## config.mk

```make
export PLATFORM = sky130hd
export DESIGN_NAME = ptp_device_port
export DESIGN_NICKNAME = d
export VERILOG_FILES = /design/src/rtl/ptp_pkg.sv /design/src/rtl/ptp_device_port.sv
export VERILOG_INCLUDE_DIRS = /design/src /design/src/rtl
export SDC_FILE = /design/constraint.sdc
export NUM_CORES = 1
export LEC_CHECK = 0
export BUFFER_PORTS_ARGS = -buffer_cell sky130_fd_sc_hd__buf_2
export CORE_ASPECT_RATIO = 0.8
export CORE_UTILIZATION = 53
export DETAILED_ROUTE_END_ITERATION = 12
export PLACE_DENSITY_LB_ADDON = 0.15
export SYNTH_ARGS = -nofsm -noshare
export SYNTH_HDL_FRONTEND = slang
export SYNTH_SLANG_ARGS = --single-unit
```

## constraint.sdc

```tcl
create_clock -name i_ref_clk -period 2.7 [get_ports i_ref_clk]
set_clock_uncertainty 0.15 [all_clocks]
set_input_delay 0.54 -clock i_ref_clk [delete_from_list [all_inputs] [get_ports i_ref_clk]]
set_output_delay 0.54 -clock i_ref_clk [all_outputs]
set_load 0.01 [all_outputs]
```

## src/rtl/ptp_defines.svh

```systemverilog
// Constants of the parallel token port: timing counts, field positions and codes
`ifndef PTP_DEFINES_SVH
`define PTP_DEFINES_SVH
// Clock rate in kHz and the shortest fast-transfer timeout in ms at this rate
`define PTP_CLK_KHZ 10000
`define PTP_FAST_TMO_MS 840
// Cycles of the timeout: ms * kHz, rounded up as a shortest time
`define PTP_FAST_TMO_CYC (`PTP_FAST_TMO_MS * `PTP_CLK_KHZ)
// Cycles that a consumed byte keeps the port busy
`define PTP_BUSY_CYC 4
// Reset pulse the device drives out after losing synchronisation
`define PTP_SELF_RST_CYC 8
// Handshake position in a status read
`define PTP_HS_BIT 0
`define PTP_NULL_BYTE 8'h00
`endif

```

## src/rtl/ptp_pkg.sv

```systemverilog
// Types of the parallel token port
package ptp_pkg;
	// One host byte operation as seen on the port pins
	typedef struct packed {
		logic sel_n;
		logic rd_wr_n;
		logic register_select;
	} ptp_ctl_s;
	// Protocol phase of the device
	typedef enum logic [2:0] {
		PTP_HOST_LEN,
		PTP_HOST_DATA,
		PTP_HOST_TOKEN,
		PTP_DEV_LEN,
		PTP_DEV_DATA
	} ptp_state_e;
endpackage : ptp_pkg

```

## src/rtl/ptp_device_port.sv

```systemverilog
// Device end of the byte-wide parallel token host port
// Behaviour
// - Reset line is two-way; host usually listens and captures its falling edges.
// - Status read: select low, read, register_select high; lowest data bit low means busy.
// - Data register is eight bits, used in both directions.
// - Data write: select low, write, register_select low, host drives eight lines.
// - Data read: select low, read, register_select low, device drives eight lines.
// - After reset host owns token: length, data bytes, null token byte.
// - After host sequence, device owns token; sends packet or returns token.
// - Late byte in fast window makes device reset itself.
// - Fast window after length byte read until packet fully read.
// - Fast window after zero length write until token byte written.
// - Host packet write: fast window from first data byte to token byte.
// - Interrupt whenever device has data for the host.
// - Interrupt when device owns token and will return null token.
// - Interrupt after accepting a non-zero length byte from the host.
// - Handshake reads busy right after each host write until consumed.
`timescale 1ns/10ps
`include "ptp_defines.svh"
module ptp_device_port #(
	parameter int unsigned FAST_TMO_CYC = `PTP_FAST_TMO_CYC // Long count, shortened in simulation
) (
	input wire logic i_ref_clk, // 10 MHz clock
	input wire logic i_resetn, // Asynchronous reset, active low
	input wire ptp_pkg::ptp_ctl_s i_ctl, // Host select, direction, register_select
	input wire logic [7:0] i_data, // Data lines from host
	output logic [7:0] o_data, // Data lines to host
	output logic o_data_oe, // High while device drives the data lines
	input wire logic i_rst_line_n, // Reset line as seen on the pin
	output logic o_rst_line_n, // Reset line value driven by device
	output logic o_rst_line_oe, // High while device drives the reset line
	output logic o_irq_n, // Interrupt to host, active low
	input wire logic i_tx_valid, // User has a packet byte for the host
	input wire logic [7:0] i_tx_data, // User byte: length first, then data
	output logic o_tx_ready, // Byte taken from user
	output logic o_rx_valid, // Pulse: host byte delivered to user
	output logic [7:0] o_rx_data, // Byte written by host
	output logic o_fast_mode // Fast-transfer window open
);
	import ptp_pkg::*;

	////////////////////////////////////////////////////////////////////////////////
	ptp_state_e state_reg, state_next;
	logic [7:0] count_reg, count_next; // Bytes left in packet
	logic [7:0] out_reg, out_next; // Byte offered to the host
	logic out_full_reg, out_full_next; // Offered byte not yet read
	logic [2:0] busy_reg, busy_next; // Consume time after a host write
	logic fast_reg, fast_next;
	logic [31:0] tmo_reg, tmo_next;
	logic [3:0] srst_reg, srst_next; // Self reset pulse length
	logic sel_reg, sel_next; // Select edge detector
	logic [7:0] rx_reg, rx_next;
	logic rx_v_reg, rx_v_next;
	logic host_reset;
	logic tmo_hit; // Fast window ran out

	// Device owns the token in these phases
	function automatic logic dev_phase(input ptp_state_e s);
		return (s == PTP_DEV_LEN) || (s == PTP_DEV_DATA);
	endfunction : dev_phase
	logic op_start, wr_data, rd_data, rd_stat, ready;

	// Host reset and device self reset both return the protocol to the start
	assign host_reset = !i_rst_line_n && !o_rst_line_oe;
	assign op_start = !i_ctl.sel_n && !sel_reg;
	assign wr_data = op_start && !i_ctl.rd_wr_n && !i_ctl.register_select;
	assign rd_data = op_start && i_ctl.rd_wr_n && !i_ctl.register_select;
	assign rd_stat = !i_ctl.sel_n && i_ctl.rd_wr_n && i_ctl.register_select;
	// Ready when no write is still being consumed and, in device phases, a byte waits
	assign ready = (busy_reg == 3'h0) && (dev_phase(state_reg) ? out_full_reg : 1'b1);
	// Fast window overrun, shared by the restart and the reset pulse so both agree
	assign tmo_hit = fast_reg && (tmo_reg >= FAST_TMO_CYC - 1);

	// Pins: device drives data only during a read; handshake on the lowest data bit
	always_comb begin
		o_data_oe = !i_ctl.sel_n && i_ctl.rd_wr_n;
		o_data = out_reg;
		if (rd_stat) begin
			o_data = 8'h00;
			o_data[`PTP_HS_BIT] = ready;
		end
	end
	assign o_rst_line_oe = (srst_reg != 4'h0);
	assign o_rst_line_n = 1'b0;
	// Interrupt while a device byte waits (packet data or null token), and after a host
	// length byte until its first data byte; fast_reg is still low in exactly that span
	assign o_irq_n = !((out_full_reg && dev_phase(state_reg)) ||
		(state_reg == PTP_HOST_DATA && !fast_reg));
	assign o_tx_ready = dev_phase(state_reg) && !out_full_reg && i_tx_valid;
	assign o_fast_mode = fast_reg;
	assign o_rx_valid = rx_v_reg;
	assign o_rx_data = rx_reg;

	////////////////////////////////////////////////////////////////////////////////
	// Protocol sequencer: host owns the token first, device answers after
	always_comb begin
		state_next = state_reg;
		count_next = count_reg;
		out_next = out_reg;
		out_full_next = out_full_reg;
		busy_next = (busy_reg != 3'h0) ? busy_reg - 3'h1 : busy_reg;
		fast_next = fast_reg;
		tmo_next = fast_reg ? tmo_reg + 32'h1 : 32'h0;
		srst_next = (srst_reg != 4'h0) ? srst_reg - 4'h1 : srst_reg;
		sel_next = !i_ctl.sel_n;
		rx_next = rx_reg;
		rx_v_next = 1'b0;
		if (wr_data) begin
			busy_next = 3'(`PTP_BUSY_CYC);
			rx_next = i_data;
			rx_v_next = 1'b1;
			tmo_next = 32'h0;
			unique case (state_reg)
				PTP_HOST_LEN: begin
					count_next = i_data;
					if (i_data == `PTP_NULL_BYTE) begin
						state_next = PTP_HOST_TOKEN;
						fast_next = 1'b1;
					end else begin
						state_next = PTP_HOST_DATA;
						fast_next = 1'b0;
						out_full_next = 1'b0;
					end
				end
				PTP_HOST_DATA: begin
					fast_next = 1'b1;
					count_next = count_reg - 8'h1;
					if (count_reg == 8'h1) begin
						state_next = PTP_HOST_TOKEN;
					end
				end
				PTP_HOST_TOKEN: begin
					state_next = PTP_DEV_LEN;
					fast_next = 1'b0;
				end
				default: begin
				end
			endcase
		end else if (rd_data && out_full_reg) begin
			out_full_next = 1'b0;
			tmo_next = 32'h0;
			if (state_reg == PTP_DEV_LEN) begin
				count_next = out_reg;
				fast_next = (out_reg != 8'h00);
				state_next = (out_reg == 8'h00) ? PTP_HOST_LEN : PTP_DEV_DATA;
			end else begin
				count_next = count_reg - 8'h1;
				if (count_reg == 8'h1) begin
					state_next = PTP_HOST_LEN;
					fast_next = 1'b0;
				end
			end
		end else if (o_tx_ready) begin
			out_next = i_tx_data;
			out_full_next = 1'b1;
		end
		// Timeout in the fast window: pulse the reset line and restart
		if (tmo_hit) begin
			srst_next = 4'(`PTP_SELF_RST_CYC);
		end
		if (host_reset || tmo_hit) begin
			state_next = PTP_HOST_LEN;
			fast_next = 1'b0;
			out_full_next = 1'b0;
			busy_next = 3'h0;
			tmo_next = 32'h0;
		end
	end

	// State registers
	always_ff @(posedge i_ref_clk or negedge i_resetn) begin
		if (!i_resetn) begin
			state_reg <= PTP_HOST_LEN;
			count_reg <= 8'h00;
			out_reg <= 8'h00;
			out_full_reg <= 1'b0;
			busy_reg <= 3'h0;
			fast_reg <= 1'b0;
			tmo_reg <= 32'h0;
			srst_reg <= 4'h0;
			sel_reg <= 1'b0;
			rx_reg <= 8'h00;
			rx_v_reg <= 1'b0;
		end else begin
			state_reg <= state_next;
			count_reg <= count_next;
			out_reg <= out_next;
			out_full_reg <= out_full_next;
			busy_reg <= busy_next;
			fast_reg <= fast_next;
			tmo_reg <= tmo_next;
			srst_reg <= srst_next;
			sel_reg <= sel_next;
			rx_reg <= rx_next;
			rx_v_reg <= rx_v_next;
		end
	end
endmodule : ptp_device_port

```

==> results of run 1 <==
[critical path: stages (launching register included)]
cell	delay [ns]
sky130_fd_sc_hd__dfrtp_1	0.51
sky130_fd_sc_hd__nand3b_1	0.26
sky130_fd_sc_hd__a21boi_1	0.30
sky130_fd_sc_hd__o21ai_0	0.12
sky130_fd_sc_hd__o21ai_0	0.20
sky130_fd_sc_hd__buf_2	0.17
[metrics by stage]
step	instances	hold WS (ns)	utilization (%)
CTS	535	0.06496	64.21
floorplan	400	0.09441	-
global route	535	0.07852	64.25
global placement	520	0.3095	61.86
detailed placement	520	0.3085	61.86
finish	535	0.04946	64.25
[kinds of logic after synthesis]
| family | count (synthesis) | synth area share (%) |
|---|---|---|
| buffers and inverters | 32 | 4.183 |
| AND/OR/NAND/NOR | 179 | 24.87 |
| AO/OA/AOI/OAI | 66 | 12.32 |
| XOR/XNOR | 26 | 6.091 |
| multiplexers | 11 | 3.246 |
| adder cells (fa/ha/maj) | 7 | 2.343 |
| other | 1 | 0.1003 |
| flip-flops | 70 | 46.85 |
[layout by cell type (no fill, tap or decap), types with 2 or more instances in the layout]
cell	instances
sky130_fd_sc_hd__dfrtp_1	70
sky130_fd_sc_hd__nand2_1	48
sky130_fd_sc_hd__buf_2	44
sky130_fd_sc_hd__nor3_1	34
sky130_fd_sc_hd__nor2_1	33
sky130_fd_sc_hd__o21ai_0	18
sky130_fd_sc_hd__xnor2_1	18
sky130_fd_sc_hd__inv_1	14
sky130_fd_sc_hd__nand3_1	14
sky130_fd_sc_hd__a21oi_1	13
sky130_fd_sc_hd__nor4_1	9
sky130_fd_sc_hd__conb_1	9
sky130_fd_sc_hd__clkbuf_8	9
sky130_fd_sc_hd__xor2_1	8
sky130_fd_sc_hd__mux2_2	8
sky130_fd_sc_hd__buf_4	8
sky130_fd_sc_hd__and2_1	7
sky130_fd_sc_hd__ha_1	7
sky130_fd_sc_hd__and3_1	6
sky130_fd_sc_hd__nor3_2	6
sky130_fd_sc_hd__a211oi_1	5
sky130_fd_sc_hd__o211ai_1	4
sky130_fd_sc_hd__a22o_1	4
sky130_fd_sc_hd__clkinv_2	4
sky130_fd_sc_hd__or4_4	3
sky130_fd_sc_hd__nor2b_1	3
sky130_fd_sc_hd__or4_1	3
sky130_fd_sc_hd__a221oi_1	3
sky130_fd_sc_hd__nand4_1	2
sky130_fd_sc_hd__o22ai_1	2
sky130_fd_sc_hd__mux2i_1	2
sky130_fd_sc_hd__a31oi_1	2
sky130_fd_sc_hd__a222oi_1	2
sky130_fd_sc_hd__o21ai_1	2
[synthesized netlist by cell type, drive strengths merged, types with 5 or more instances]
master	number	share of area (%)
nor2	34	3.5
buf	9	1.7
nand2	49	5.0
and3	6	1.0
inv	15	1.6
nand3	14	1.9
ha	7	2.3
or4	6	1.5
nor4	10	1.8
a211oi	5	1.0
dfrtp	70	47
xnor2	18	4.2
clkbuf	8	0.80
nor3	40	6.2
mux2	9	2.7
o21ai	21	3.1
xor2	8	1.9
a21oi	13	1.7
and2	7	1.2
[metal layers]
layer,vias up,GRT usage [%],share of wire (%)
met5,-,0,0
met4,0,8.507,1.2
met3,7,5.952,6.7
met2,106,32.07,40
met1,1446,37.07,52
li1,1491,-,-
[cell type report]
type	instances	area [µm²]	share of cell area [%]
clock buffers	10	127.6	3.008
clock inverters	5	27.53	0.6488
inverters	15	61.31	1.445
multi-input cells	298	1869	44.06
flip-flops and latches	70	1752	41.29
well taps	84	105.1	2.477
repair buffers	53	300.3	7.078
[path summary, 6_finish.rpt]
path                       cells past startpoint      endpoint  slack [ns]
max                                            5     o_data[0]        0.12
min                                            2   tmo_reg[17]        0.05
max reg2reg                                    7    tmo_reg[3]        0.49
min reg2reg                                    2  o_rx_data[7]        0.32
max in group asynchronous                      2    out_reg[0]        2.04
min in group i_ref_clk                         2       sel_reg        0.23
[power breakdown]
group,switching [W],total [W],internal [W]
registers,0.000145,0.00135,0.00121
logic,0.000484,0.000818,0.000334
clock network,0.000379,0.000700,0.000321
total,0.00101,0.00287,0.00186
[timing repair]
item / CTS / global route
hold buffers: 0 / 0
setup endpoints to repair: 0 / 1
gates resized for setup: 0 / 2
==> summary by stage, run 1 <==
Status
The run finished with clean final reports.

Place
Detailed placement finished with a half-perimeter wire length of between 5 and 6 mm. The count of input and output buffers is 44. The worst setup slack after placement is ~0.18 ns.

The post-detailed-placement cell area is between 0.004 and 0.005 mm². The final RePlAce weighted congestion is slightly below 0.9.

Worst setup path
The worst setup path is captured at an output port. The kind of start point of the critical path is a register. The source of the worst register-to-register timing path is tmo_reg[0]. The required time of the critical path is 2.01 ns. Tracing the worst setup path back leads to its startpoint at state_reg[0]. In this run the worst path has a maximum fanout of 11. The worst setup path is of the reg -> out kind. At the worst endpoint, the arrival time is around 1.9 ns.

Synthesis
The most frequently used flop master after synthesis is sky130_fd_sc_hd__dfrtp_1. The sequential area share after synthesis is around 47%. The count of distinct cell types in the synthesized netlist is 57. The average instance in the mapped netlist occupies 9.537 µm².

The flop and latch count out of synthesis is 70. The synthesized instance count is 392. The Yosys step of the flow raised 0 warnings.

The share of synthesized registers carrying an async set or reset is 100.0%. The number of enable-type register cells in the synthesized netlist is 0. The netlist area before placement is 0.003739 mm².

STA
The final period demand of the worst path is between 2 and 3 ns. Summed over all failing endpoints, the final setup total negative slack is 0 ns. The measured slew at the worst slew-check pin is roughly 1.1 ns. Setup repair after global routing left no endpoint under its margin.

The fmax is 387.5 MHz. The max-slew violation count is 0. The final number of hold-violating endpoints is 0. The post-layout worst setup margin is 0.1192 ns.

The final setup violation count is 0. The tightest slew margin relative to the limit is between 20% and 30%. The final worst-path cycle share is between 90% and 100%.

Cells and area
The flip-flop count of the largest register after layout is 32. Of the cells placed in the final design, the portion with a size suffix greater than 1 is about a fifth. The fill cell instance count of the final layout is 566. The area added between synthesis and finish is 13.49%. The antenna diode instance count is 0. Summing all non-filler instances in the final layout gives an area of roughly 0.0042 mm². At the end of the flow, the number of nets in the layout was 477.

Detailed routing
The residual antenna-violating net count after detailed routing is 0. The number of vias per cell is 5.701. For this block, the routed nets add up to about 8.1 mm of wire. The DRC violations left is 0.

The detailed-route wire length per cell is 15.16 µm. In this run, the number of DRC markers left after iteration 0 of detailed routing was 341. The number of iterations in the first detailed-routing pass is 4. The routed layout has between 3000 and 4000 vias.

Global routing
Global routing used around a quarter of the available tracks across all layers. Entering global routing, the biggest net connects slightly above 70 pins. The number of antenna violations at the first check in global routing is 0. The first-pass GRT wire length is 13.57 mm. Summed over all layers, the global routing overflow is 0. The number of global-route vias before repair came to 2850.

Clock tree
The number of buffers added by the clock tree synthesis step is 9. The maximum level of the CTS H-tree is 3. CTS placed an instance of sky130_fd_sc_hd__clkbuf_8 at the clock tree root. The clock transition at the register clock pins on the worst setup and hold paths after CTS is 0.07 ns. The number of setup buffers added after CTS is 0. Clock latency on the worst-skew pair, taken at its later pin, is ~0.34 ns. TritonCTS built the clock tree. The maximum buffer depth of the clock tree is 2. The total clock sinks is 70.

Floorplanning
The height of the chip is 77.12 µm. The number of cell rows is 26. The floorplan step defined a die boundary enclosing 0.007396 mm². The width of the chip is 95.90 µm. The placeable core area is between 0.006 and 0.007 mm². The I/O pin count is 46. The initial utilization of the core area, before any placement, comes to 56.61%.

Power
In this run the power density over the cells is ~680 mW/mm². IR analysis of the VDD net gives a maximum drop of 295.4 µV. The total power consumption of the routed design is 0.002870 W. The leakage power is 1.865 nW.

Job
The max-cap check violation count is 0.

Worst hold path
The path class of the lowest-slack min-delay path is in -> async.
Note: power is estimated with default switching activity, not from simulation.
==> inputs of run 2 (changes only) <==
--- a/config.mk
+++ b/config.mk
@@ -11,6 +11,7 @@
 export CORE_UTILIZATION = 53
 export DETAILED_ROUTE_END_ITERATION = 12
 export PLACE_DENSITY_LB_ADDON = 0.15
+export REMOVE_ABC_BUFFERS = 1
 export SYNTH_ARGS = -nofsm -noshare
 export SYNTH_HDL_FRONTEND = slang
 export SYNTH_SLANG_ARGS = --single-unit
==> constraint.sdc (replaced) <==
create_clock -name i_ref_clk -period 3.3 [get_ports i_ref_clk]
set_clock_uncertainty 0.15 [all_clocks]
set_input_delay 0.66 -clock i_ref_clk [delete_from_list [all_inputs] [get_ports i_ref_clk]]
set_output_delay 0.66 -clock i_ref_clk [all_outputs]
set_load 0.01 [all_outputs]
==> summary by stage, run 2 (synthesis gave the netlist of run 1 again) <==
Floorplanning
The I/O pin count is 46 (unchanged). The placeable core area came to 0.006604 mm² (unchanged). The starting density of the core came to 56.61% (unchanged). The area of the die is 0.007396 mm² (unchanged).

The height of the chip was 77.12 µm (unchanged). The number of cell rows is 26 (unchanged). The width of the chip is 95.90 µm (unchanged).

Cells and area
The commonest non-fill, non-tap cell in the layout is sky130_fd_sc_hd__dfrtp_1. The library cells used most frequently in the layout, excluding fill and tap cells, are sky130_fd_sc_hd__dfrtp_1 (70), sky130_fd_sc_hd__nand2_1 (48), sky130_fd_sc_hd__buf_2 (44), sky130_fd_sc_hd__nor3_1 (34), sky130_fd_sc_hd__nor2_1 (33). Compared with the post-synthesis result, the final layout area differs by 12.88%. The number of standard cells in the final layout excluding fillers is 533 (-0.37%).

The multi-input logic area is 0.001867 mm² (-0.13%). The final net count was 476 (-0.21%). The layout cell share with drive strength beyond 1 is 20.04% (-0.80 points). The fill cell instance count of the final layout was 581 (+2.7%). The antenna diode instance count is 0 (unchanged).

The area taken by flip-flops and latches is 0.001752 mm² (unchanged). The flip-flop count of the largest register after layout was 32 (unchanged).

Worst setup path
The critical path goes through nand3b_1 > a21boi_0 > o21ai_0 > o21ai_0 > buf_2. In this run the worst setup path begins at state_reg[2]. In this design, the largest share of critical-path delay is due to compound AO/OA/AOI/OAI gates. The delay of the slowest cell on the worst path came to 0.59 ns (+0.08 ns). The source of the worst register-to-register timing path is tmo_reg[0].

The number of cells traversed by the worst register-to-register path is 7 (unchanged). The critical path class is reg -> out. The most frequent cell on the critical path is sky130_fd_sc_hd__o21ai_0. The worst setup path is launched from a register.

The worst setup path is captured at an output port. The critical path ends at o_data[0]. The largest fanout on the critical path came to 12 (+1). The worst-path cell with the longest stage delay is sky130_fd_sc_hd__dfrtp_1. The logic depth of the worst path, buffers included is 5 (unchanged).

The worst register-to-register path ends at tmo_reg[6]. The required time of the critical path is 2.49 ns (+0.48 ns). The worst path arrival time is 2.11 ns (+0.22 ns).

The number of buffer and inverter stages on the critical path was 1 (unchanged). The slack of the worst reg-to-reg path is 1.06 ns (+0.57 ns).

Global routing
The all-layer global routing usage is 24.82% (+0.80 points). The number of antenna violations at the first check in global routing is 0 (unchanged). The pin count of the biggest net entering global routing is 33 (-54%). The total congestion overflow after global routing was 0 (unchanged). The first-pass GRT wire length was 13.89 mm (+2.3%). The number of global-route vias before repair is 2872 (+0.77%).

Detailed routing
The detailed-route wire length per cell is 15.30 µm (+0.88%). The number of iterations in the first detailed-routing pass was 5 (+1). The number of design-rule violations left by the first detailed-router iteration is 159 (-53%).

The number of vias per cell was 5.674 (-0.48%). The total via count after detailed routing is 3024 (-0.85%). The residual antenna-violating net count after detailed routing is 0 (unchanged). The wire length after detailed routing is 8.154 mm (+0.51%). The DRC violations left was 0 (unchanged).

Clock tree
The post-CTS setup repair buffer count came to 0 (unchanged). The number of cells upsized or downsized after cts is 0 (unchanged). The maximum buffer depth of the clock tree came to 2 (unchanged). The total clock sinks came to 70 (unchanged). The clock insertion delay at the later pin of the skew report is 0.34 ns (about the same). The clock transition at the register clock pins on the worst setup and hold paths after CTS is 0.07 ns (about the same). The TritonCTS clock tree is done. The maximum level of the CTS H-tree came to 3 (unchanged). The root buffer cell chosen for the clock tree is sky130_fd_sc_hd__clkbuf_8. The hold buffer count at CTS is 0 (unchanged).

The number of buffers added by the clock tree synthesis step is 9 (unchanged).

Place
The count of input and output buffers was 44 (unchanged). The final RePlAce weighted congestion was 0.8178 (-5.7%). The number of cells after detailed placement is 519 (-0.19%). The half-perimeter wire length after detailed placement is 5.777 mm (+0.22%).

Power
The leakage power is 1.854 nW (-0.62%). The cell-internal power is 0.001528 W (-18%). The net switching share of the total power was 34.29% (-0.83 points). The fraction of power consumed by combinational cells is 27.7% (-0.8 points).

The largest vdd supply drop is 311.3 µV (+5.4%). The relative contribution of the clock network to total power came to 25.0% (+0.6 points). The relative contribution of sequential cells to total power is 47.3% (+0.2 points). The net switching power of the design was 0.0007973 W (-21%). The power density over the cells is 551.0 mW/mm² (-19%).

Worst hold path
The tightest min-delay check is of the in -> async type.

STA
The max-slew violation count is 0 (unchanged). Setup repair after global routing left no endpoint under its margin. The final period demand of the worst path is 2.916 ns. The final setup violation count is 0 (unchanged).

Dividing the final minimum period by the clock period gives 88.37%. The final number of hold-violating endpoints is 0 (unchanged). The fmax is 342.9 MHz. The sum of negative setup slack is 0 ns (unchanged). The tightest slew margin relative to the limit came to 56.18% (+31 points). The measured slew at the worst slew-check pin is 0.6512 ns (-0.4655 ns).

Status
The flow ran to the end, and the final reports show no timing, DRC or antenna violations.

Job
The max-cap check violation count came to 0 (unchanged).
## run 2: cell count changes in the layout (fill, tap and decap cells not counted)
| cell | previous run | this run |
|---|---|---|
| sky130_fd_sc_hd__a21boi_0 | 1 | 2 |
| sky130_fd_sc_hd__a21boi_1 | 1 | 0 |
| sky130_fd_sc_hd__buf_12 | 1 | 0 |
| sky130_fd_sc_hd__clkbuf_1 | 1 | 2 |
| sky130_fd_sc_hd__clkbuf_8 | 9 | 10 |
| sky130_fd_sc_hd__clkinv_2 | 4 | 2 |
| sky130_fd_sc_hd__clkinvlp_4 | 1 | 0 |
| sky130_fd_sc_hd__nor2b_1 | 3 | 4 |
| sky130_fd_sc_hd__nor2b_2 | 1 | 0 |
## run 2: worst min-delay path by stage
stage | end | startpoint | slack, ns
after floorplan | busy_reg[0] | i_resetn | 0.21
after global placement | tmo_reg[0] | tmo_reg[0] | 0.31
after detailed placement | o_rx_data[6] | o_rx_data[6] | 0.31
after CTS | tmo_reg[19] | i_resetn | 0.19
after global routing | tmo_reg[21] | i_resetn | 0.22
final | tmo_reg[19] | i_resetn | 0.18
## run 2: area by class of cell
cell class                 count  share of cell area [%]
tap                           84                   2.490
inverter                      15                   1.453
clock inverter                 2                  0.2372
timing repair buffer          52                   6.641
clock buffer                  12                   3.439
multi-input combinational    298                   44.23
sequential                    70                   41.51
## run 2: power by group through the flow
stage	combinational, W	clock, W	sequential, W
5_1_grt	0.000731	0.000644	0.00112
4_1_cts	0.000651	0.000604	0.00110
3_5_place_dp	0.000652	0	0.00111
6_report	0.000644	0.000582	0.00110
2_1_floorplan	0.000447	0	0.00110
3_3_place_gp	0.000632	0	0.00111
## run 2: per-stage QoR
stage	hold slack [ns]	setup WS, ns	total power [W]	utilization (%)	cell area [µm²]
2_1_floorplan	0.2144	0.5630	0.001543	-	3674
3_3_place_gp	0.3102	0.6775	0.001740	61.56	4065
3_5_place_dp	0.3120	0.6448	0.001764	61.56	4065
4_1_cts	0.1916	0.4144	0.002353	63.91	4220
5_1_grt	0.2187	0.2491	0.002495	63.91	4220
6_report	0.1818	0.3839	0.002325	63.91	4220
## run 2: layer usage
metal  global-route usage, %  up-vias  share of wire, %
li1                        -     1488                 -
met3                   7.341       11               6.5
met2                   35.14       94                42
met5                       0        -                 0
met1                   35.46     1431                50
met4                   9.552        0               1.6
## run 2: worst reg2reg max path, delay by kind of cell (launching register included)
family | cells | cell delay [ns]
buffers and inverters | 1 | 0.27
adders and majority gates | 1 | 0.24
and+or+nand+nor | 2 | 0.45
AOI/OAI and AO/OA | 3 | 0.64
DFF | 1 | 0.40
==> inputs of run 3 (changes only) <==
--- a/config.mk
+++ b/config.mk
@@ -7,7 +7,7 @@
 export NUM_CORES = 1
 export LEC_CHECK = 0
 export BUFFER_PORTS_ARGS = -buffer_cell sky130_fd_sc_hd__buf_2
-export CORE_ASPECT_RATIO = 0.8
+export CORE_ASPECT_RATIO = 1.25
 export CORE_UTILIZATION = 53
 export DETAILED_ROUTE_END_ITERATION = 12
 export PLACE_DENSITY_LB_ADDON = 0.15
==> summary by stage, run 3 (synthesis gave the netlist of run 1 again) <==
Clock tree
The TritonCTS clock tree is done. The clock insertion delay at the later pin of the skew report came to 0.35 ns (about the same). The number of cells upsized or downsized after cts is 0 (unchanged).

The maximum level of the CTS H-tree is 3 (unchanged). The maximum buffer depth of the clock tree was 2 (unchanged). The number of buffers added by the clock tree synthesis step is 9 (unchanged). The clock root buffer is sky130_fd_sc_hd__clkbuf_8. The total clock sinks was 70 (unchanged). The post-CTS setup repair buffer count is 0 (unchanged). The clock transition at the register clock pins on the worst setup and hold paths after CTS is 0.08 ns (about the same). The hold buffer count at CTS is 0 (unchanged).

STA
The final setup violation count is 0 (unchanged). The fmax is 350.0 MHz (+2.1%). The max-slew violation count is 0 (unchanged). The worst hold-check slack is 0.1555 ns (-0.02628 ns).

Setup repair after global routing left no endpoint under its margin. The measured slew at the worst slew-check pin is 0.6043 ns (-0.04696 ns). The final number of hold-violating endpoints was 0 (unchanged).

The final period demand of the worst path is 2.857 ns (-0.05916 ns). The tightest slew margin relative to the limit is 59.71% (+3.5 points). The sum of negative setup slack came to 0 ns (unchanged). The final worst-path cycle share came to 86.58% (-1.8 points).

Worst setup path
The worst register-to-register path begins at sel_reg. The worst path arrival time is 2.05 ns (-0.06 ns). STA classifies the critical path endpoint as an output port. The largest fanout on the critical path was 12 (unchanged).

The critical path is of the reg -> out type. STA classifies the critical path startpoint as a register. The required time of the critical path came to 2.49 ns (about the same). The critical path startpoint is state_reg[2].

Floorplanning
The number of cell rows is 33 (+27%). The starting density of the core is 55.89% (-0.72 points). The height of the chip is 95.90 µm (+24%). The I/O pin count was 46 (unchanged). The area of the die is 0.007396 mm² (unchanged).

The width of the chip is 77.12 µm (-20%). The placeable core area is 0.006689 mm² (+1.3%).

Job
The max-cap check violation count is 0 (unchanged).

Detailed routing
The detailed-route wire length per cell was 14.99 µm (-2.0%). The total via count after detailed routing is 3035 (+0.36%). The number of design-rule violations left by the first detailed-router iteration was 162 (+1.9%). The wire length after detailed routing is 8.066 mm (-1.1%). The DRC violations left is 0 (unchanged).

The number of iterations in the first detailed-routing pass is 5 (unchanged). The residual antenna-violating net count after detailed routing is 0 (unchanged). The number of vias per cell is 5.641 (-0.57%).

Power
The power density over the cells came to 585.2 mW/mm² (+6.2%). The largest vdd supply drop came to 382.4 µV (+23%). The leakage power is 1.879 nW (+1.4%).

Status
The flow ran to the end, and the final reports show no timing, DRC or antenna violations.

Global routing
The number of global-route vias before repair is 3000 (+4.5%). The first-pass GRT wire length is 13.95 mm (+0.45%). The number of antenna violations at the first check in global routing was 0 (unchanged).

The pin count of the biggest net entering global routing came to 33 (unchanged). The total congestion overflow after global routing is 0 (unchanged). The all-layer global routing usage is 24.23% (-0.59 points).

Place
The final RePlAce weighted congestion was 0.8826 (+7.9%). The count of input and output buffers is 44 (unchanged). The half-perimeter wire length after detailed placement is 5.826 mm (+0.85%).

Cells and area
The area taken by flip-flops and latches came to 0.001752 mm² (unchanged). The multi-input logic area is 0.001867 mm² (unchanged). The layout cell share with drive strength beyond 1 is 20.62% (+0.58 points). The commonest non-fill, non-tap cell in the layout is sky130_fd_sc_hd__dfrtp_1.

From synthesis to final layout, the design area changed by 14.76%. The library cells used most frequently in the layout, excluding fill and tap cells, are sky130_fd_sc_hd__dfrtp_1 (70), sky130_fd_sc_hd__nand2_1 (48), sky130_fd_sc_hd__buf_2 (44), sky130_fd_sc_hd__nor3_1 (34), sky130_fd_sc_hd__nor2_1 (33). The fill cell instance count of the final layout is 576 (-0.86%). The antenna diode instance count is 0 (unchanged). The flip-flop count of the largest register after layout is 32 (unchanged). The final net count is 476 (unchanged).

Worst hold path
The path class of the tightest hold or removal check is in -> async.
run 3: path summary, 6_finish.rpt:
| check | to | slack [ns] | cells after the start |
|---|---|---|---|
| max | o_data[0] | 0.44 | 5 |
| min | srst_reg[2] | 0.16 | 1 |
| max reg2reg | count_reg[2] | 1.06 | 6 |
| min reg2reg | tmo_reg[0] | 0.33 | 1 |
| max in group asynchronous | state_reg[2] | 2.11 | 2 |
| min in group i_ref_clk | tmo_reg[0] | 0.33 | 1 |
run 3: metal layers:
layer / vias to the layer above / GRT usage, % / wire length, µm / share of wire (%)
li1: 1485 / - / - / -
met1: 1470 / 28.48 / 3404 / 42
met2: 63 / 43.22 / 4221 / 52
met3: 17 / 2.938 / 231 / 2.9
met4: 0 / 13.52 / 209 / 2.6
met5: - / 0 / 0 / 0
run 3: area by class of cell:
class                           instances  area share (%)
Timing Repair Buffer                   52           6.533
Multi-Input combinational cell        298           43.51
Clock buffer                           10           2.975
Clock inverter                          6           2.187
Inverter                               15           1.429
Sequential cell                        70           40.83
Tap cell                               87           2.537
run 3: per-stage QoR:
| step | area (µm²) | instances | power (W) | utilization (%) | setup WS (ns) |
|---|---|---|---|---|---|
| 2_1_floorplan | 3674 | 383 | 0.001543 | - | 0.5630 |
| 3_3_place_gp | 4069 | 522 | 0.001733 | 60.83 | 0.6479 |
| 3_5_place_dp | 4069 | 522 | 0.001759 | 60.83 | 0.6117 |
| 4_1_cts | 4290 | 538 | 0.002533 | 64.14 | 0.4254 |
| 5_1_grt | 4290 | 538 | 0.002674 | 64.14 | 0.2893 |
| 6_report | 4290 | 538 | 0.002511 | 64.14 | 0.4430 |
run 3: worst max-delay path, cell delays in order (launching register included):
cell and delay [ns]:
sky130_fd_sc_hd__dfrtp_1 0.58, sky130_fd_sc_hd__nand3b_1 0.26, sky130_fd_sc_hd__a21boi_0 0.36, sky130_fd_sc_hd__o21ai_0 0.17, sky130_fd_sc_hd__o21ai_0 0.18, sky130_fd_sc_hd__buf_2 0.15
run 3: report_power, final:
part           switching [W]  internal (W)
Combinational       0.000384      0.000257
Clock               0.000342      0.000432
Sequential          0.000108      0.000986
